File: src/common/dlcs_defs.vh
// register offsets, field positions and reset values of the data link channel select block
`ifndef DLCS_DEFS_VH
`define DLCS_DEFS_VH

// ------------------------------------------------------------
// register offsets
// ------------------------------------------------------------
`define DLCS_ADDR_RX_CTL 8'h90
`define DLCS_ADDR_RX_MASK 8'h91
`define DLCS_ADDR_TX_CTL 8'h92
`define DLCS_ADDR_TX_MASK 8'h93
`define DLCS_ADDR_RX_BUF 8'h28
`define DLCS_ADDR_MATCH_A 8'h29
`define DLCS_ADDR_MATCH_B 8'h2a
`define DLCS_ADDR_STATUS2 8'h17
`define DLCS_ADDR_IRQMASK2 8'h1b
`define DLCS_ADDR_COMMON2 8'h1a

// ------------------------------------------------------------
// field positions
// ------------------------------------------------------------
`define DLCS_CTL_LINK_EN 7
`define DLCS_CTL_PICK_MODE 5
`define DLCS_CTL_NUM_MSB 4
`define DLCS_CTL_NUM_LSB 0
`define DLCS_ST_BUF_FULL 4
`define DLCS_ST_MATCH 2
`define DLCS_CC_DESTUFF 0

// ------------------------------------------------------------
// reset values, control write mask and counts
// ------------------------------------------------------------
`define DLCS_RST_BYTE 8'h00
`define DLCS_CTL_WMASK 8'hbf
`define DLCS_BYTE_BITS 4'h8
`define DLCS_STUFF_RUN 3'h5
`define DLCS_RUN_SAT 3'h7
`define DLCS_FIFO_DEPTH 8
`define DLCS_FIFO_AW 3

`endif

File: src/hdl/dlcs_top.v
// data link channel select, legacy receive link buffer and its byte fifo
`include "dlcs_defs.vh"

// ------------------------------------------------------------
// byte fifo
// ------------------------------------------------------------
module dlcs_fifo #(
    parameter WIDTH = 8,
    parameter DEPTH = `DLCS_FIFO_DEPTH,
    parameter AW = `DLCS_FIFO_AW
) (
    input wire clk_in,
    input wire nrst_in,
    input wire in_valid_in,
    output wire in_ready_out,
    input wire [WIDTH-1:0] in_data_in,
    output wire out_valid_out,
    input wire out_ready_in,
    output wire [WIDTH-1:0] out_data_out
);
    reg [WIDTH-1:0] mem_r [0:DEPTH-1];
    reg [AW-1:0] wr_ptr_r;
    reg [AW-1:0] rd_ptr_r;
    reg [AW:0] count_r;
    wire push;
    wire pop;

    assign in_ready_out = (count_r != DEPTH[AW:0]);
    assign out_valid_out = (count_r != {(AW+1){1'b0}});
    assign out_data_out = mem_r[rd_ptr_r];
    assign push = in_valid_in & in_ready_out;
    assign pop = out_valid_out & out_ready_in;

    always @(posedge clk_in) begin
        if (!nrst_in) begin
            wr_ptr_r <= {AW{1'b0}};
            rd_ptr_r <= {AW{1'b0}};
            count_r <= {(AW+1){1'b0}};
        end else begin
            if (push) begin
                wr_ptr_r <= wr_ptr_r + 1'b1;
            end
            if (pop) begin
                rd_ptr_r <= rd_ptr_r + 1'b1;
            end
            if (push & ~pop) begin
                count_r <= count_r + 1'b1;
            end else if (pop & ~push) begin
                count_r <= count_r - 1'b1;
            end
        end
    end

    // storage needs no reset; only written entries are ever read
    always @(posedge clk_in) begin
        if (push) begin
            mem_r[wr_ptr_r] <= in_data_in;
        end
    end
endmodule

// What this block does
// receive link enable picks facility data link or DS0 channels for receive HDLC.
// receive pick mode: single channel number or channel-block map.
// receive channel number sits in control bits 4 down to 0.
// receive mask bit set excludes that DS0 bit; bit 7 is channel bit 8.
// transmit link enable puts HDLC output in data link or DS0 channels.
// transmit pick mode: single channel number or channel-block map.
// transmit channel number sits in control bits 4 down to 0.
// transmit mask bit set keeps that DS0 bit free of HDLC data.
// legacy receive buffer and HDLC receiver both see incoming link data.
// only one source drives the outgoing data link at a time.
// link bits shift one per frame into an eight-bit receive buffer.
// full buffer sets status bit 4; interrupt low if mask bit 4 set.
// host reads the buffer within 2 ms or the next byte overwrites it.
// completed byte equal to a match byte sets status bit 2, interrupts if enabled.
// with destuffer on, a zero after exactly five ones is deleted.
// a zero after six or more ones is kept.
// software should keep the destuffer on when extracting the data link.
// receive buffer holds the first received bit in its lsb.
// two eight-bit match registers hold the comparison bytes.
// control register writes take effect at the next frame boundary.
module dlcs_top (
    input wire clk_in,
    input wire nrst_in,
    input wire [7:0] cpu_addr_in,
    input wire [7:0] cpu_wdata_in,
    input wire cpu_wr_in,
    input wire cpu_rd_in,
    output reg [7:0] cpu_rdata_out,
    output wire int_n_out,
    input wire frame_tick_in,
    input wire rx_fdl_valid_in,
    input wire rx_fdl_bit_in,
    input wire [4:0] rx_slot_in,
    input wire [2:0] rx_bit_pos_in,
    input wire [23:0] rx_channel_block_map_in,
    output wire rx_hdlc_bit_en_out,
    output wire rx_hdlc_bit_out,
    input wire tx_fdl_slot_in,
    input wire [4:0] tx_slot_in,
    input wire [2:0] tx_bit_pos_in,
    input wire [23:0] tx_channel_block_map_in,
    input wire tx_hdlc_enable_in,
    input wire tx_hdlc_bit_in,
    input wire tx_legacy_bit_in,
    output wire tx_hdlc_bit_en_out,
    output wire tx_fdl_bit_out,
    output wire tx_fdl_from_hdlc_out,
    output wire rx_byte_valid_out,
    input wire rx_byte_ready_in,
    output wire [7:0] rx_byte_data_out,
    output wire rx_byte_fifo_ready_out
);
    // ------------------------------------------------------------
    // channel gate decode
    // ------------------------------------------------------------
    // a frame carries 24 channels; block mode never selects slot numbers above that
    localparam [4:0] NUM_SLOTS = 5'h18;
    // slot numbers follow the channel number field; bit_pos 0 is channel bit 1
    function chan_gate;
        input [7:0] ctl;
        input [7:0] mask;
        input [4:0] slot;
        input [2:0] bit_pos;
        input [23:0] blk_map;
        reg in_chan;
        begin
            if (ctl[`DLCS_CTL_PICK_MODE]) begin
                in_chan = (slot < NUM_SLOTS) ? blk_map[slot] : 1'b0;
            end else begin
                in_chan = (slot == ctl[`DLCS_CTL_NUM_MSB:`DLCS_CTL_NUM_LSB]);
            end
            chan_gate = in_chan & ~mask[bit_pos];
        end
    endfunction

    // ------------------------------------------------------------
    // registers
    // ------------------------------------------------------------
    reg [7:0] rx_ctl_sh_r;
    reg [7:0] rx_mask_sh_r;
    reg [7:0] tx_ctl_sh_r;
    reg [7:0] tx_mask_sh_r;
    reg [7:0] rx_ctl_r;
    reg [7:0] rx_mask_r;
    reg [7:0] tx_ctl_r;
    reg [7:0] tx_mask_r;
    reg [7:0] match_a_r;
    reg [7:0] match_b_r;
    reg [7:0] irq_mask_r;
    reg [7:0] common_r;
    reg [7:0] rx_buf_r;
    reg buf_full_r;
    reg match_hit_r;
    reg [7:0] shift_r;
    reg [3:0] bit_cnt_r;
    reg [2:0] ones_run_r;
    reg [7:0] shift_nxt;
    reg [3:0] bit_cnt_nxt;
    reg [2:0] ones_run_nxt;
    reg byte_done;
    wire [7:0] status_val;
    wire status_rd;
    wire fifo_in_ready;
    wire drop_zero;
    wire byte_hit;

    assign status_val = {3'h0, buf_full_r, 1'b0, match_hit_r, 2'h0};
    assign status_rd = cpu_rd_in & (cpu_addr_in == `DLCS_ADDR_STATUS2);
    // the run count saturates at seven, so six or more ones never pass for five
    assign drop_zero = ~rx_fdl_bit_in & common_r[`DLCS_CC_DESTUFF] &
        (ones_run_r == `DLCS_STUFF_RUN);
    // compare the byte as it completes, so the match flag agrees with the buffer
    assign byte_hit = (shift_nxt == match_a_r) | (shift_nxt == match_b_r);

    always @(posedge clk_in) begin
        if (!nrst_in) begin
            rx_ctl_sh_r <= `DLCS_RST_BYTE;
            rx_mask_sh_r <= `DLCS_RST_BYTE;
            tx_ctl_sh_r <= `DLCS_RST_BYTE;
            tx_mask_sh_r <= `DLCS_RST_BYTE;
            match_a_r <= `DLCS_RST_BYTE;
            match_b_r <= `DLCS_RST_BYTE;
            irq_mask_r <= `DLCS_RST_BYTE;
            common_r <= `DLCS_RST_BYTE;
        end else if (cpu_wr_in) begin
            case (cpu_addr_in)
                `DLCS_ADDR_RX_CTL: rx_ctl_sh_r <= cpu_wdata_in & `DLCS_CTL_WMASK;
                `DLCS_ADDR_RX_MASK: rx_mask_sh_r <= cpu_wdata_in;
                `DLCS_ADDR_TX_CTL: tx_ctl_sh_r <= cpu_wdata_in & `DLCS_CTL_WMASK;
                `DLCS_ADDR_TX_MASK: tx_mask_sh_r <= cpu_wdata_in;
                `DLCS_ADDR_MATCH_A: match_a_r <= cpu_wdata_in;
                `DLCS_ADDR_MATCH_B: match_b_r <= cpu_wdata_in;
                `DLCS_ADDR_IRQMASK2: irq_mask_r <= cpu_wdata_in;
                `DLCS_ADDR_COMMON2: common_r <= cpu_wdata_in;
                default: ;
            endcase
        end
    end

    // a half-written selection never reaches the line mid-frame
    always @(posedge clk_in) begin
        if (!nrst_in) begin
            rx_ctl_r <= `DLCS_RST_BYTE;
            rx_mask_r <= `DLCS_RST_BYTE;
            tx_ctl_r <= `DLCS_RST_BYTE;
            tx_mask_r <= `DLCS_RST_BYTE;
        end else if (frame_tick_in) begin
            rx_ctl_r <= rx_ctl_sh_r;
            rx_mask_r <= rx_mask_sh_r;
            tx_ctl_r <= tx_ctl_sh_r;
            tx_mask_r <= tx_mask_sh_r;
        end
    end

    // ------------------------------------------------------------
    // register read
    // ------------------------------------------------------------
    // control reads return the written value with bit 6 cleared, which is in force only from the next frame
    always @(posedge clk_in) begin
        if (!nrst_in) begin
            cpu_rdata_out <= 8'h00;
        end else if (cpu_rd_in) begin
            case (cpu_addr_in)
                `DLCS_ADDR_RX_CTL: cpu_rdata_out <= rx_ctl_sh_r;
                `DLCS_ADDR_RX_MASK: cpu_rdata_out <= rx_mask_sh_r;
                `DLCS_ADDR_TX_CTL: cpu_rdata_out <= tx_ctl_sh_r;
                `DLCS_ADDR_TX_MASK: cpu_rdata_out <= tx_mask_sh_r;
                `DLCS_ADDR_RX_BUF: cpu_rdata_out <= rx_buf_r;
                `DLCS_ADDR_MATCH_A: cpu_rdata_out <= match_a_r;
                `DLCS_ADDR_MATCH_B: cpu_rdata_out <= match_b_r;
                `DLCS_ADDR_STATUS2: cpu_rdata_out <= status_val;
                `DLCS_ADDR_IRQMASK2: cpu_rdata_out <= irq_mask_r;
                `DLCS_ADDR_COMMON2: cpu_rdata_out <= common_r;
                default: cpu_rdata_out <= 8'h00;
            endcase
        end
    end

    // ------------------------------------------------------------
    // channel selection
    // ------------------------------------------------------------
    assign rx_hdlc_bit_en_out = rx_ctl_r[`DLCS_CTL_LINK_EN] ?
        chan_gate(rx_ctl_r, rx_mask_r, rx_slot_in, rx_bit_pos_in, rx_channel_block_map_in) :
        rx_fdl_valid_in;
    // the hdlc receiver taps the raw bit, the legacy buffer runs beside it
    assign rx_hdlc_bit_out = rx_fdl_bit_in;

    assign tx_hdlc_bit_en_out = tx_ctl_r[`DLCS_CTL_LINK_EN] ?
        chan_gate(tx_ctl_r, tx_mask_r, tx_slot_in, tx_bit_pos_in, tx_channel_block_map_in) :
        (tx_fdl_slot_in & tx_hdlc_enable_in);
    // hdlc owns the link only when enabled and not moved into DS0 channels
    assign tx_fdl_from_hdlc_out = tx_hdlc_enable_in & ~tx_ctl_r[`DLCS_CTL_LINK_EN];
    assign tx_fdl_bit_out = tx_fdl_from_hdlc_out ? tx_hdlc_bit_in : tx_legacy_bit_in;

    // ------------------------------------------------------------
    // legacy receive buffer and zero destuffer
    // ------------------------------------------------------------
    always @* begin
        shift_nxt = shift_r;
        bit_cnt_nxt = bit_cnt_r;
        ones_run_nxt = ones_run_r;
        byte_done = 1'b0;
        if (rx_fdl_valid_in) begin
            if (rx_fdl_bit_in) begin
                if (ones_run_r != `DLCS_RUN_SAT) begin
                    ones_run_nxt = ones_run_r + 1'b1;
                end
            end else begin
                ones_run_nxt = 3'h0;
            end
            // exactly five ones then zero: drop it; six or more keep it
            if (drop_zero) begin
                bit_cnt_nxt = bit_cnt_r;
            end else begin
                shift_nxt = {rx_fdl_bit_in, shift_r[7:1]};
                if (bit_cnt_r == `DLCS_BYTE_BITS - 4'h1) begin
                    bit_cnt_nxt = 4'h0;
                    byte_done = 1'b1;
                end else begin
                    bit_cnt_nxt = bit_cnt_r + 4'h1;
                end
            end
        end
    end

    always @(posedge clk_in) begin
        if (!nrst_in) begin
            shift_r <= `DLCS_RST_BYTE;
            bit_cnt_r <= 4'h0;
            ones_run_r <= 3'h0;
            rx_buf_r <= `DLCS_RST_BYTE;
            buf_full_r <= 1'b0;
            match_hit_r <= 1'b0;
        end else begin
            shift_r <= shift_nxt;
            bit_cnt_r <= bit_cnt_nxt;
            ones_run_r <= ones_run_nxt;
            if (byte_done) begin
                // an unread byte is simply overwritten
                rx_buf_r <= shift_nxt;
            end
            // set wins over the clear-on-read of the status register
            if (byte_done) begin
                buf_full_r <= 1'b1;
            end else if (status_rd) begin
                buf_full_r <= 1'b0;
            end
            if (byte_done && byte_hit) begin
                match_hit_r <= 1'b1;
            end else if (status_rd) begin
                match_hit_r <= 1'b0;
            end
        end
    end

    // a level, not a pulse: it stays low until a status read or a mask write
    assign int_n_out = ~((buf_full_r & irq_mask_r[`DLCS_ST_BUF_FULL]) |
        (match_hit_r & irq_mask_r[`DLCS_ST_MATCH]));

    // ------------------------------------------------------------
    // byte stream to a downstream consumer
    // ------------------------------------------------------------
    // a byte that meets a full fifo is lost there, though the buffer register still takes it
    assign rx_byte_fifo_ready_out = fifo_in_ready;

    dlcs_fifo #(
        .WIDTH(8),
        .DEPTH(`DLCS_FIFO_DEPTH),
        .AW(`DLCS_FIFO_AW)
    ) u_fifo (
        .clk_in(clk_in),
        .nrst_in(nrst_in),
        .in_valid_in(byte_done),
        .in_ready_out(fifo_in_ready),
        .in_data_in(shift_nxt),
        .out_valid_out(rx_byte_valid_out),
        .out_ready_in(rx_byte_ready_in),
        .out_data_out(rx_byte_data_out)
    );
endmodule

File: config.mk
export PLATFORM = sky130hd
export DESIGN_NAME = dlcs_top
export DESIGN_NICKNAME = d
export VERILOG_FILES = /design/src/hdl/dlcs_top.v
export VERILOG_INCLUDE_DIRS = /design/src /design/src/common
export SDC_FILE = /design/constraint.sdc
export NUM_CORES = 1
export LEC_CHECK = 0
export BUFFER_PORTS_ARGS = -buffer_cell sky130_fd_sc_hd__buf_2
export CORE_AREA = 5 5 220 158
export DETAILED_ROUTE_END_ITERATION = 12
export DIE_AREA = 0 0 225 163
export GPL_TIMING_DRIVEN = 0
export SYNTH_ARGS = -nofsm -noshare
export SYNTH_HDL_FRONTEND = slang
export SYNTH_SLANG_ARGS = --single-unit
File: constraint.sdc
create_clock -name clk_in -period 2.8 [get_ports clk_in]
set_input_delay 0.56 -clock clk_in [delete_from_list [all_inputs] [get_ports clk_in]]
set_output_delay 0.56 -clock clk_in [all_outputs]
set_load 0.01 [all_outputs]
==> impl_results.rst, run 1 <==
.. list-table::
   :header-rows: 1

   * - Metric
     - Value
   * - Result of the run
     - complete, no violations
   * - Post-detailed-placement half-perimeter wirelength
     - 19.7 mm
   * - Global route total overflow
     - 0
   * - CTS Root Cell
     - clkbuf_16
   * - Ratio of cells with drive above 1 in the final layout
     - 22.3%
   * - Vias in the first global route
     - 6734
   * - Min Tclk post-route
     - 2.68 ns
   * - Critical path capture point
     - tx_hdlc_bit_en_out
   * - Worst path cell trace
     - mux4_2 > mux2i_1 > nand2_1 > a21oi_1 > buf_2
   * - Tightest Hold Check Type
     - in -> reg
   * - IO Count
     - 116
   * - IR Drop Worst-Case VDD
     - 0.483 mV
   * - Maximum count of clock buffers along a single path
     - 3
   * - Cell Pwr Density
     - 588 mW/mm2
   * - Endpoint arrival time on the critical path
     - 2.12 ns
   * - Final Hold Fails
     - 0
   * - Terminus of the critical flop-to-flop path
     - u_fifo.count_r[3]$_SDFFE_PN0P_
   * - Antenna-violating nets left
     - 0
   * - Highest-delay cell along the critical path
     - mux4_2
   * - Crit path depth
     - 5
   * - Number of cells traversed by the worst hold path
     - 2
   * - Floorplan die area
     - 0.0367 mm2
   * - Synth-to-layout area growth
     - 18.9%
   * - Avg Vias per Cell
     - 4.90
   * - Via count
     - 6950
   * - Period utilization
     - 95.7%
   * - CTS tree
     - yes
   * - Nets in the synthesized netlist
     - 945
   * - Capturing element type of the critical path
     - primary output
   * - Unique cell type count in the Yosys netlist
     - 63
   * - Start-to-end type of the worst setup path
     - reg -> out
   * - Cells after synthesis
     - 843
   * - Final standard cell area without fillers
     - 0.0114 mm2
   * - DRT Pass-1 Iters
     - 5
   * - Register area share after synthesis
     - 48.8%
   * - Critical register-to-register path startpoint
     - ones_run_r[0]$_SDFFE_PN0P_
   * - Upper clock frequency limit
     - 373 MHz
   * - Number of flip-flops and latches in the synthesized netlist
     - 202
   * - Antenna violations before repair
     - 0
   * - Final total negative setup slack
     - 0 ns
   * - Worst setup skew after layout
     - 0.0117 ns
   * - Number of placement rows
     - 56
   * - H-Tree Depth
     - 1
   * - Height of the die
     - 163 um
   * - Worst path max stage delay
     - 0.46 ns
   * - Critical path origin
     - tx_mask_r[7]$_SDFFE_PN0P_
   * - Mean Syn Cell Area
     - 11.4 um2
   * - Lkg Pwr
     - 4.44 nW
   * - Cell Count, Final, Fillers Out
     - 1419
   * - DRC Markers
     - 0
   * - Top FF cell, synth
     - dfxtp_1
   * - Warning count from the yosys run
     - 0
   * - Cell Area, Placed
     - 0.0107 mm2
   * - All-Layer GR Usage
     - 14.1%
   * - Global-route wire length before repair
     - 40.4 mm
   * - Slew at the pin closest to its max-slew limit
     - 0.967 ns
   * - Category of cells accounting for the largest share of critical-path delay
     - multiplexers
   * - Clock slew at reported path FFs
     - 0.06 ns
   * - Relative max-transition margin
     - 35.3%
   * - Initial DRC Count
     - 612
   * - Port-buffer cells
     - 101
   * - Cts bufs inserted
     - 22
   * - Placeable core region
     - 0.0327 mm2
   * - Startpoint type of the worst setup path
     - flip-flop
   * - Number of violations of the max-capacitance limit
     - 0
   * - Critical Path Fanout Max
     - 2
   * - Number of cells on the worst reg-to-reg path
     - 14
   * - Register-to-register setup slack
     - 0.22 ns
   * - Setup violators final
     - 0
   * - Post-detailed-route wirelength per cell
     - 18.5 um
   * - Area of the mapped netlist
     - 0.00960 mm2
   * - Horizontal die dimension
     - 225 um
   * - Count of antenna diodes in the layout
     - 0
   * - Number of placed instances, taps included
     - 1380
   * - Number of enable-type register cells in the synthesized netlist
     - 64
   * - Total routed wirelength
     - 26.2 mm
   * - Pin count of the biggest net entering global routing
     - 14
   * - Share of synthesized registers carrying an async set or reset
     - 0%
   * - CP required
     - 2.24 ns
   * - Post-layout nets
     - 1070
   * - Gp weighted congestion
     - 0.879
   * - Initial Utilization
     - 29.3%
   * - Total power of the final layout
     - 0.00672 W
   * - Number of clock sinks seen by CTS
     - 202
   * - WP buf/inv
     - 1
   * - Final count of pins violating max slew
     - 0
   * - Clock latency on the worst-skew pair
     - 0.50 ns
   * - Setup repair after global routing missed its margin
     - false
report_power, final:
group / switching (W) / leakage (nW) / internal, W / total, W
combinational: 0.000461 / 2.43 / 0.000468 / 0.000929
sequential: 0.0000704 / 1.70 / 0.00306 / 0.00313
clock: 0.00116 / 0.312 / 0.00150 / 0.00266
through the flow:
stage / setup slack [ns] / hold WS, ns / utilization (%)
5_1_grt: 0.00802 / 0.382 / 34.9
2_1_floorplan: 0.0334 / 0.427 / -
4_1_cts: 0.00815 / 0.352 / 34.8
3_5_place_dp: -0.477 / 0.440 / 32.7
6_report: 0.120 / 0.374 / 34.9
3_3_place_gp: -0.610 / 0.437 / 32.6
sequential cells by signal (all words and copies together), names as in the netlist, named ones only:
name             count
tx_mask_r            8
rx_mask_r            8
match_b_r            8
tx_ctl_r             7
u_fifo.mem_r        64
irq_mask_r           8
common_r             8
u_fifo.rd_ptr_r      3
cpu_rdata_out        8
shift_r              8
rx_ctl_r             7
bit_cnt_r            4
u_fifo.wr_ptr_r      3
tx_ctl_sh_r          7
match_a_r            8
rx_buf_r             8
ones_run_r           3
buf_full_r           1
match_hit_r          1
rx_ctl_sh_r          7
u_fifo.count_r       4
rx_mask_sh_r         8
tx_mask_sh_r         8
cells in the final DEF, fill, tap and decap left out, types with 5 or more instances in the layout:
master,netlist,final
nor2_1,12,12
buf_4,3,6
and2_1,11,11
nand3_1,19,19
ha_1,9,8
nand2_1,65,64
o21ai_1,11,11
and3_1,7,7
a22o_1,11,11
mux4_2,30,30
clkinv_1,0,5
o21ai_0,8,8
o22ai_1,5,5
a22oi_1,5,5
edfxtp_1,64,64
a21oi_1,13,12
mux2_2,10,10
xnor2_1,27,27
nor2b_1,104,103
o211a_1,8,8
buf_1,7,5
nor3_1,12,8
mux2i_1,108,108
inv_1,18,16
dfxtp_1,138,135
nand4_1,5,5
xor2_1,7,7
clkbuf_1,39,36
nand4b_1,5,5
nand2b_1,8,8
a21boi_1,8,8
clkbuf_16,0,23
buf_2,8,108
metal layers:
layer  track usage [%]  vias to the layer above  part of all wire [%]
li1                  -                     3311                     -
met1              21.7                     3412                    50
met2              20.2                      190                    42
met3              2.81                       37                   6.6
met4              3.10                        0                   1.8
met5                 0                        -                     0
synth_stat cells, drive strengths merged (19+ instances only):
| library cell | count | area share [%] |
|---|---|---|
| mux4 | 30 | 7.0 |
| mux2i | 108 | 11 |
| o21ai | 19 | 0.99 |
| clkbuf | 39 | 1.5 |
| edfxtp | 64 | 20 |
| xnor2 | 27 | 2.5 |
| nand3 | 23 | 1.4 |
| inv | 19 | 0.74 |
| buf | 20 | 1.2 |
| nor2b | 104 | 6.8 |
| dfxtp | 138 | 29 |
| nand2 | 65 | 2.5 |
kinds of logic after synthesis:
| family | Yosys count | synth area share (%) |
|---|---|---|
| AO/OA/AOI/OAI | 103 | 7.92 |
| XOR/XNOR | 34 | 3.10 |
| adder cells (fa/ha/maj) | 10 | 1.38 |
| buffers and inverters | 78 | 3.47 |
| flip-flops | 202 | 48.8 |
| multiplexers | 148 | 19.5 |
| AND/OR/NAND/NOR | 268 | 15.9 |
worst min path at each step:
stage,end,from
finish,cpu_rdata_out[6]$_SDFFE_PN0P_,cpu_rd_in
CTS,cpu_rdata_out[6]$_SDFFE_PN0P_,cpu_rd_in
floorplan,irq_mask_r[5]$_SDFFE_PN0P_,irq_mask_r[5]$_SDFFE_PN0P_
global placement,cpu_rdata_out[0]$_SDFFE_PN0P_,cpu_rdata_out[0]$_SDFFE_PN0P_
global route,cpu_rdata_out[6]$_SDFFE_PN0P_,cpu_rd_in
detailed placement,cpu_rdata_out[0]$_SDFFE_PN0P_,cpu_rdata_out[0]$_SDFFE_PN0P_
final cells by class:
cell class              count  area [um2]
clock buffers              27         591
well taps                 435         544
clock inverters            13        67.6
repair buffers            104         528
multi-input cells         563        4650
plain buffers              56         277
inverters                  19        73.8
fillers                  3248       21300
flip-flops and latches    202        4690
timing repair:
item                       CTS  global route
setup buffers                2             0
gates resized for setup     11            18
pin swaps                    0             1
setup endpoints to repair   52             5
hold buffers                 0             0
Power figures use the tool's default switching activity.
==> inputs of run 2 (changes only) <==
--- a/config.mk
+++ b/config.mk
@@ -6,10 +6,11 @@
 export SDC_FILE = /design/constraint.sdc
 export NUM_CORES = 1
 export LEC_CHECK = 0
+export ABC_AREA = 1
 export BUFFER_PORTS_ARGS = -buffer_cell sky130_fd_sc_hd__buf_2
-export CORE_AREA = 5 5 220 158
+export CORE_AREA = 5 5 219 157
 export DETAILED_ROUTE_END_ITERATION = 12
-export DIE_AREA = 0 0 225 163
+export DIE_AREA = 0 0 224 162
 export GPL_TIMING_DRIVEN = 0
 export SYNTH_ARGS = -nofsm -noshare
 export SYNTH_HDL_FRONTEND = slang
==> impl_results.rst, run 2 <==
.. list-table::
   :header-rows: 1

   * - Metric
     - Value
   * - Result of the run
     - complete, no violations
   * - Worst setup skew after layout
     - 0.0167 ns (+0.00500 ns)
   * - Number of hold buffers added after cts
     - 0 (unchanged)
   * - All-Layer GR Usage
     - 15.0% (+0.98 points)
   * - Number of placement rows
     - 55 (-1.8%)
   * - Startpoint type of the worst setup path
     - flip-flop
   * - DRT Pass-1 Iters
     - 5 (unchanged)
   * - Warning count from the yosys run
     - 0 (unchanged)
   * - Relative max-transition margin
     - 43.2% (+7.9 points)
   * - Global-route wire length before repair
     - 44.4 mm (+9.9%)
   * - Via count
     - 8561 (+23%)
   * - Number of flip-flops and latches in the synthesized netlist
     - 202 (unchanged)
   * - Lkg Pwr
     - 4.44 nW (about the same)
   * - Placeable core region
     - 0.0320 mm2 (-2.2%)
   * - Internal power
     - 0.00523 W (+3.9%)
   * - Top library cells by usage in the layout, fill and taps aside
     - 160 x o21ai_0, 149 x nor2_1, 144 x inv_1, 144 x nand2_1, 136 x dfxtp_1
   * - Clock latency on the worst-skew pair
     - 0.51 ns (about the same)
   * - IR Drop Worst-Case VDD
     - 0.407 mV (-16%)
   * - Avg Vias per Cell
     - 4.85 (-1.0%)
   * - Post-detailed-placement half-perimeter wirelength
     - 21.0 mm (+6.6%)
   * - Antenna violations before repair
     - 1 (+1)
   * - Reg power frac
     - 43.4% (-3.2 points)
   * - Most frequent standard cell in the layout excluding fill and tap cells
     - o21ai_0
   * - Initial Utilization
     - 29.6% (+0.28 points)
   * - Top cells by area in the synthesized netlist
     - dfxtp_1 29%, edfxtp_1 20%, o21ai_0 8.5%
   * - Mean Syn Cell Area
     - 8.03 um2 (-29%)
   * - Post-layout nets
     - 1426 (+33%)
   * - Setup violators final
     - 0 (unchanged)
   * - Post-detailed-route wirelength per cell
     - 15.8 um (-14%)
   * - Number of clock sinks seen by CTS
     - 202 (unchanged)
   * - DRC Markers
     - 0 (unchanged)
   * - Switch share
     - 29.5% (+4.4 points)
   * - Slew at the pin closest to its max-slew limit
     - 0.848 ns (-0.118 ns)
   * - Area of the mapped netlist
     - 0.00948 mm2 (-1.3%)
   * - Capturing element type of the critical path
     - flip-flop
   * - Most frequent cells after synthesis
     - 161 x o21ai_0, 149 x nor2_1, 145 x inv_1
   * - Floorplan die area
     - 0.0363 mm2 (-1.1%)
   * - Setup repair after global routing missed its margin
     - true
   * - Maximum count of clock buffers along a single path
     - 3 (unchanged)
   * - Switch Pwr
     - 0.00218 W (+29%)
   * - Number of enable-type register cells in the synthesized netlist
     - 64 (unchanged)
   * - Port-buffer cells
     - 111 (+9.9%)
   * - Ratio of cells with drive above 1 in the final layout
     - 16.8% (-5.5 points)
   * - Start-to-end type of the worst setup path
     - reg -> reg
   * - Unique cell type count in the Yosys netlist
     - 49 (-22%)
   * - Synth-to-layout area growth
     - 20.2%
   * - Part of the total power dissipated in combinational logic
     - 19.8% (+6.0 points)
   * - Height of the die
     - 162 um (-0.61%)
   * - H-Tree Depth
     - 1 (unchanged)
   * - Count leader, synth
     - o21ai_0
   * - Total routed wirelength
     - 28.0 mm (+6.8%)
   * - Cell Pwr Density
     - 650 mW/mm2 (+11%)
   * - Largest register FFs
     - 64 (unchanged)
   * - Fraction of synthesized cell area taken by the top area cell type
     - 29.1% (+0.37 points)
   * - Final Hold Fails
     - 0 (unchanged)
   * - Critical Path Fanout Max
     - 8 (+6)
   * - Endpoint arrival time on the critical path
     - 3.07 ns (+0.95 ns)
   * - CTS Root Cell
     - clkbuf_16
   * - Min Tclk post-route
     - 2.68 ns (-0.00302 ns)
   * - Nets in the synthesized netlist
     - 1282 (+36%)
   * - Area leader, netlist
     - dfxtp_1
   * - IO Count
     - 116 (unchanged)
   * - Horizontal die dimension
     - 224 um (-0.44%)
   * - Cell Count, Final, Fillers Out
     - 1766 (+24%)
   * - End-of-flow core utilization
     - 35.6% (+0.71 points)
   * - Antenna-violating nets left
     - 0 (unchanged)
   * - Initial DRC Count
     - 642 (+4.9%)
   * - Pin count of the biggest net entering global routing
     - 14 (unchanged)
   * - Period utilization
     - 95.6% (-0.11 points)
   * - Share of synthesized registers carrying an async set or reset
     - 0% (unchanged)
   * - Clock slew at reported path FFs
     - 0.06 ns (about the same)
   * - Cells after synthesis
     - 1180 (+40%)
   * - Largest register by flop count
     - u_fifo.mem_r
   * - Tightest Hold Check Type
     - in -> reg
   * - Gp weighted congestion
     - 0.909 (+3.4%)
   * - Upper clock frequency limit
     - 374 MHz (+0.11%)
   * - Register area share after synthesis
     - 49.4% (+0.63 points)
   * - Top FF cell, synth
     - dfxtp_1
   * - Number of placed instances, taps included
     - 1718 (+24%)
   * - Cts bufs inserted
     - 22 (unchanged)
   * - Part of the total power dissipated in the clock network
     - 36.9% (-2.6 points)
   * - Vias in the first global route
     - 8226 (+22%)
   * - CTS tree
     - yes
   * - Count of antenna diodes in the layout
     - 0 (unchanged)
   * - Final count of pins violating max slew
     - 0 (unchanged)
   * - Global route total overflow
     - 0 (unchanged)
   * - Number of fill cells in the layout
     - 3332 (+2.6%)
   * - CP required
     - 3.19 ns (+0.95 ns)
   * - Number of violations of the max-capacitance limit
     - 0 (unchanged)
## run 2: cell types whose count changed in the layout (fill, tap and decap cells not counted), sizes merged, moves of 11 or more
cell / previous run / this run
o21ai: 19 / 167
nor2: 12 / 155
inv: 19 / 151
a21oi: 13 / 123
mux2i: 108 / 2
nor2b: 104 / 0
nand2: 65 / 164
nand3: 23 / 67
mux4: 30 / 0
o22ai: 5 / 33
xnor2: 27 / 1
buf: 123 / 138
a22o: 11 / 0
and2: 11 / 0
## run 2: worst paths after layout
path | from | slack [ns] | end | cells past startpoint
worst max-delay path | ones_run_r[1]$_SDFFE_PN0P_ | 0.12 | u_fifo.count_r[3]$_SDFFE_PN0P_ | 21
worst min-delay path | rx_fdl_bit_in | 0.39 | ones_run_r[2]$_SDFFE_PN0P_ | 3
worst max register to register | ones_run_r[1]$_SDFFE_PN0P_ | 0.12 | u_fifo.count_r[3]$_SDFFE_PN0P_ | 21
worst min register to register | irq_mask_r[3]$_SDFFE_PN0P_ | 0.45 | irq_mask_r[3]$_SDFFE_PN0P_ | 2
## run 2: cell type report
class	count	area, um2	area share [%]
buffer	50	269	2.36
inverter	151	572	5.02
clock inverter	11	90.1	0.791
multi-input combinational	777	4040	35.4
tap	427	534	4.69
timing repair buffer	120	623	5.47
sequential	202	4690	41.1
clock buffer	28	583	5.12
## run 2: logic make-up after synthesis
kind of cell,synth area share [%]
mux,0.330
compound gates,20.1
fa+ha+maj,1.40
xor+xnor,0.554
flops,49.4
buf+inv,8.76
simple gates,19.4
## run 2: stage by stage
stage	worst slack, ns	instance area (um2)	power [W]	hold WS, ns	setup TNS [ns]
floorplan	0.0887	9480	0.00412	0.430	0
global route	-0.0304	11400	0.00776	0.423	-0.0396
detailed placement	-0.408	10600	0.00465	0.447	-2.85
finish	0.123	11400	0.00741	0.388	0
global placement	-0.373	10600	0.00463	0.440	-2.19
CTS	-0.0359	11300	0.00740	0.382	-0.0359
## run 2: worst max-delay path, cell delays in order, from the launching register on
cell      delay [ns]
dfxtp_2         0.33
inv_1           0.05
ha_1            0.17
inv_1           0.06
nor2_2          0.04
nand2_4         0.10
nand2_8         0.08
nor3_4          0.20
inv_2           0.07
nor2_4          0.12
nand2_4         0.08
inv_4           0.07
ha_4            0.14
inv_4           0.05
ha_4            0.23
and3_4          0.18
a211oi_4        0.21
nor2_1          0.06
nor2_1          0.08
nand2_1         0.07
o21ai_1         0.13
a21oi_1         0.05
## run 2: per-layer routing
layer  share of wire (%)  routed length, um  up-vias  GRT usage [%]
met5               0.046                 13        -              0
met4                 1.6                458        2           3.42
met3                 6.6               1850       38           3.18
met2                  42              11900      235           22.6
met1                  49              13800     4024           22.2
li1                    -                  -     4262              -
## run 2: what timing repair did
item / in CTS / in global routing
gates cloned: 0 / 0
setup buffers: 1 / 8
setup endpoints to repair: 12 / 6
gates resized for setup: 7 / 18
pin swaps: 1 / 7
## run 2: power by group through the flow
stage	clock (W)	combinational [W]	sequential, W
after global placement	0	0.00136	0.00326
after CTS	0.00278	0.00141	0.00321
after detailed placement	0	0.00138	0.00326
final	0.00273	0.00147	0.00321
after floorplan	0	0.000881	0.00324
after global routing	0.00288	0.00166	0.00322
==> inputs of run 3 (changes only) <==
--- a/config.mk
+++ b/config.mk
@@ -14,4 +14,5 @@
 export GPL_TIMING_DRIVEN = 0
 export SYNTH_ARGS = -nofsm -noshare
 export SYNTH_HDL_FRONTEND = slang
+export SYNTH_HIERARCHICAL = 1
 export SYNTH_SLANG_ARGS = --single-unit
==> impl_results.rst, run 3 <==
.. list-table::
   :header-rows: 1

   * - Metric
     - Value
   * - Setup violators final
     - 0 (unchanged)
   * - Part of the total power dissipated in combinational logic
     - 18.5% (-1.3 points)
   * - Critical Path Fanout Max
     - 10 (+2)
   * - CTS tree
     - yes
   * - Initial Utilization
     - 29.6% (about the same)
   * - Most frequent cells after synthesis
     - 181 x nand2_1, 163 x nor2_1, 141 x inv_1
   * - Cts bufs inserted
     - 22 (unchanged)
   * - Start-to-end type of the worst setup path
     - reg -> reg
   * - Register area share after synthesis
     - 49.5% (about the same)
   * - Cell Count, Final, Fillers Out
     - 1784 (+1.0%)
   * - Pin count of the biggest net entering global routing
     - 15 (+1)
   * - Number of flip-flops and latches in the synthesized netlist
     - 202 (unchanged)
   * - Number of placement rows
     - 55 (unchanged)
   * - Top cells by area in the synthesized netlist
     - dfxtp_1 29%, edfxtp_1 20%, o21ai_0 7.2%
   * - DRT Pass-1 Iters
     - 5 (unchanged)
   * - Global-route wire length before repair
     - 43.0 mm (-3.2%)
   * - Number of fill cells in the layout
     - 3287 (-1.4%)
   * - Vias in the first global route
     - 7807 (-5.1%)
   * - Height of the die
     - 162 um (unchanged)
   * - Part of the total power dissipated in the clock network
     - 40.7% (+3.8 points)
   * - Endpoint arrival time on the critical path
     - 2.87 ns (-0.20 ns)
   * - Total power of the final layout
     - 0.00785 W (+5.9%)
   * - Capturing element type of the critical path
     - flip-flop
   * - Post-layout worst setup margin
     - 0.0588 ns (-0.0643 ns)
   * - Upper clock frequency limit
     - 365 MHz (-2.3%)
   * - Lkg Pwr
     - 4.51 nW (+1.5%)
   * - Clock latency on the worst-skew pair
     - 0.51 ns (about the same)
   * - Port-buffer cells
     - 110 (-0.90%)
   * - Unique cell type count in the Yosys netlist
     - 44 (-10%)
   * - Tightest Hold Check Type
     - in -> reg
   * - Horizontal die dimension
     - 224 um (unchanged)
   * - Area leader, netlist
     - dfxtp_1
   * - Floorplan die area
     - 0.0363 mm2 (unchanged)
   * - Via count
     - 8604 (+0.50%)
   * - Placeable core region
     - 0.0320 mm2 (unchanged)
   * - Antenna-violating nets left
     - 0 (unchanged)
   * - Nets in the synthesized netlist
     - 1303 (+1.6%)
   * - Avg Vias per Cell
     - 4.82 (-0.51%)
   * - Cells after synthesis
     - 1201 (+1.8%)
   * - Startpoint type of the worst setup path
     - flip-flop
   * - Number of clock sinks seen by CTS
     - 202 (unchanged)
   * - Mean Syn Cell Area
     - 7.89 um2 (-1.8%)
   * - Final standard cell area without fillers
     - 0.0115 mm2 (+0.54%)
   * - Area of the mapped netlist
     - 0.00947 mm2 (about the same)
   * - Top FF cell, synth
     - dfxtp_1
   * - IR Drop Worst-Case VDD
     - 0.382 mV (-6.3%)
   * - Global route total overflow
     - 0 (unchanged)
   * - DRC Markers
     - 0 (unchanged)
   * - Initial DRC Count
     - 620 (-3.4%)
   * - Final count of pins violating max slew
     - 0 (unchanged)
   * - Largest register by flop count
     - u_fifo/mem_r
   * - Internal power
     - 0.00565 W (+8.1%)
   * - Final Hold Fails
     - 0 (unchanged)
   * - Min Tclk post-route
     - 2.74 ns (+0.0643 ns)
   * - Maximum count of clock buffers along a single path
     - 3 (unchanged)
   * - Clock slew at reported path FFs
     - 0.06 ns (about the same)
   * - Share of synthesized registers carrying an async set or reset
     - 0% (unchanged)
   * - Post-detailed-placement half-perimeter wirelength
     - 21.1 mm (+0.71%)
   * - Antenna violations before repair
     - 1 (unchanged)
   * - Setup repair after global routing missed its margin
     - true
   * - Reg power frac
     - 40.8% (-2.6 points)
   * - Fraction of synthesized cell area taken by the top area cell type
     - 29.2% (about the same)
   * - Result of the run
     - complete, no violations
   * - Number of placed instances, taps included
     - 1738 (+1.2%)
   * - Number of violations of the max-capacitance limit
     - 0 (unchanged)
   * - Worst setup skew after layout
     - 0.0200 ns (+0.00323 ns)
   * - Gp weighted congestion
     - 0.883 (-2.9%)
   * - H-Tree Depth
     - 1 (unchanged)
   * - Period utilization
     - 97.9% (+2.3 points)
   * - Relative max-transition margin
     - 43.1% (-0.18 points)
   * - Largest register FFs
     - 64 (unchanged)
   * - Cell Pwr Density
     - 685 mW/mm2 (+5.4%)
   * - Warning count from the yosys run
     - 6 (+6)
   * - Final worst hold slack
     - 0.377 ns (-0.0109 ns)
   * - Ratio of cells with drive above 1 in the final layout
     - 16.5% (-0.28 points)
   * - Pre-CTS setup slack
     - -0.502 ns (-0.0935 ns)
   * - CP required
     - 2.93 ns (-0.26 ns)
   * - Count leader, synth
     - nand2_1
   * - IO Count
     - 116 (unchanged)
   * - Cell Area, Placed
     - 0.0106 mm2 (-0.13%)
   * - Post-detailed-route wirelength per cell
     - 15.7 um (-1.0%)
   * - Total routed wirelength
     - 28.0 mm (about the same)
   * - Top library cells by usage in the layout, fill and taps aside
     - 179 x nand2_1, 158 x nor2_1, 139 x inv_1
   * - Switch share
     - 28.1% (-1.4 points)
   * - CTS Root Cell
     - clkbuf_16
   * - Most frequent standard cell in the layout excluding fill and tap cells
     - nand2_1
   * - Post-layout nets
     - 1442 (+1.1%)
   * - Switch Pwr
     - 0.00220 W (+0.90%)
   * - Slew at the pin closest to its max-slew limit
     - 0.851 ns (+0.00273 ns)
   * - Number of enable-type register cells in the synthesized netlist
     - 64 (unchanged)
   * - All-Layer GR Usage
     - 14.5% (-0.53 points)
   * - Synth-to-layout area growth
     - 21.0%
==> run 3: cell types whose count changed after synthesis, moves of 6 or more <==
cell / change
nand4_1: +7
nand2_1: +37
nor2_1: +14
o21ai_1: +25
a21oi_1: -14
o22ai_1: -7
o21ai_0: -24
a31oi_1: -8
a211oi_1: +7
clkbuf_1: -6
==> run 3: logic make-up (layout without fill, tap and decap cells) <==
| logic type | count (synthesis) | after routing | synth area share, % |
|---|---|---|---|
| multiplexers | 2 | 2 | 0.225 |
| other | 0 | 1 | 0 |
| flip-flops | 202 | 202 | 49.5 |
| adder cells (fa/ha/maj) | 10 | 10 | 1.40 |
| buffers and inverters | 200 | 355 | 8.85 |
| AND/OR/NAND/NOR | 443 | 443 | 20.3 |
| XOR/XNOR | 7 | 7 | 0.647 |
| AO/OA/AOI/OAI | 337 | 337 | 19.2 |
==> run 3: worst max-delay path, cell delays in order (launching register included) <==
cell,delay [ns]
dfxtp_1,0.34
ha_1,0.20
inv_1,0.06
nor2_1,0.05
nand2_2,0.15
nand2_4,0.08
buf_8,0.16
inv_4,0.07
nand2_2,0.08
buf_6,0.17
inv_4,0.07
nand2_2,0.08
inv_2,0.08
nand2_1,0.11
nor2_1,0.67
==> run 3: final timing paths <==
| check | from | endpoint | slack [ns] | depth (start not counted) |
|---|---|---|---|---|
| setup / recovery | ones_run_r[0]$_SDFFE_PN0P_ | u_fifo/mem_r[0][2]$_DFFE_PP_ | 0.06 | 14 |
| hold / removal | rx_byte_ready_in | flip-flop | 0.38 | 3 |
| setup reg to reg | ones_run_r[0]$_SDFFE_PN0P_ | u_fifo/mem_r[0][2]$_DFFE_PP_ | 0.06 | 14 |
| hold reg to reg | common_r[6]$_SDFFE_PN0P_ | common_r[6]$_SDFFE_PN0P_ | 0.45 | 2 |
==> run 3: power groups by stage <==
stage / clock (W) / combinational [W] / sequential (W)
3_5_place_dp: 0 / 0.00142 / 0.00327
2_1_floorplan: 0 / 0.000960 / 0.00324
3_3_place_gp: 0 / 0.00140 / 0.00326
4_1_cts: 0.00325 / 0.00144 / 0.00320
5_1_grt: 0.00338 / 0.00164 / 0.00322
6_report: 0.00319 / 0.00145 / 0.00321
==> run 3: final cells by class <==
class / instances / area [um2] / area share, %
buffer: 51 / 293 / 2.56
sequential: 202 / 4690 / 40.9
clock buffer: 24 / 589 / 5.14
inverter: 149 / 567 / 4.95
tap: 427 / 534 / 4.66
antenna: 1 / 2.50 / 0.0218
timing repair buffer: 115 / 586 / 5.11
multi-input combinational: 799 / 3990 / 34.8
clock inverter: 16 / 214 / 1.87
==> run 3: through the flow <==
step	setup TNS (ns)	utilization [%]
2_1_floorplan	0	-
3_3_place_gp	-15.78	33.0
3_5_place_dp	-18.64	33.0
4_1_cts	-0.744	35.6
5_1_grt	-2.00	35.8
6_report	0	35.8
==> run 3: what timing repair did <==
item                       CTS  global route
setup buffers                1             3
resized for setup            9            15
setup endpoints to repair   59            58
cloned                       0             1
pin swaps                    1             1
hold buffers                 0             0
==> run 3: metal layers <==
metal | vias up | GRT usage [%] | share of wire, %
li1 | 4305 | - | -
met4 | 0 | 2.84 | 1.6
met5 | - | 0 | 0
met2 | 218 | 21.6 | 44
met1 | 4050 | 22.6 | 50
met3 | 31 | 1.68 | 5.1
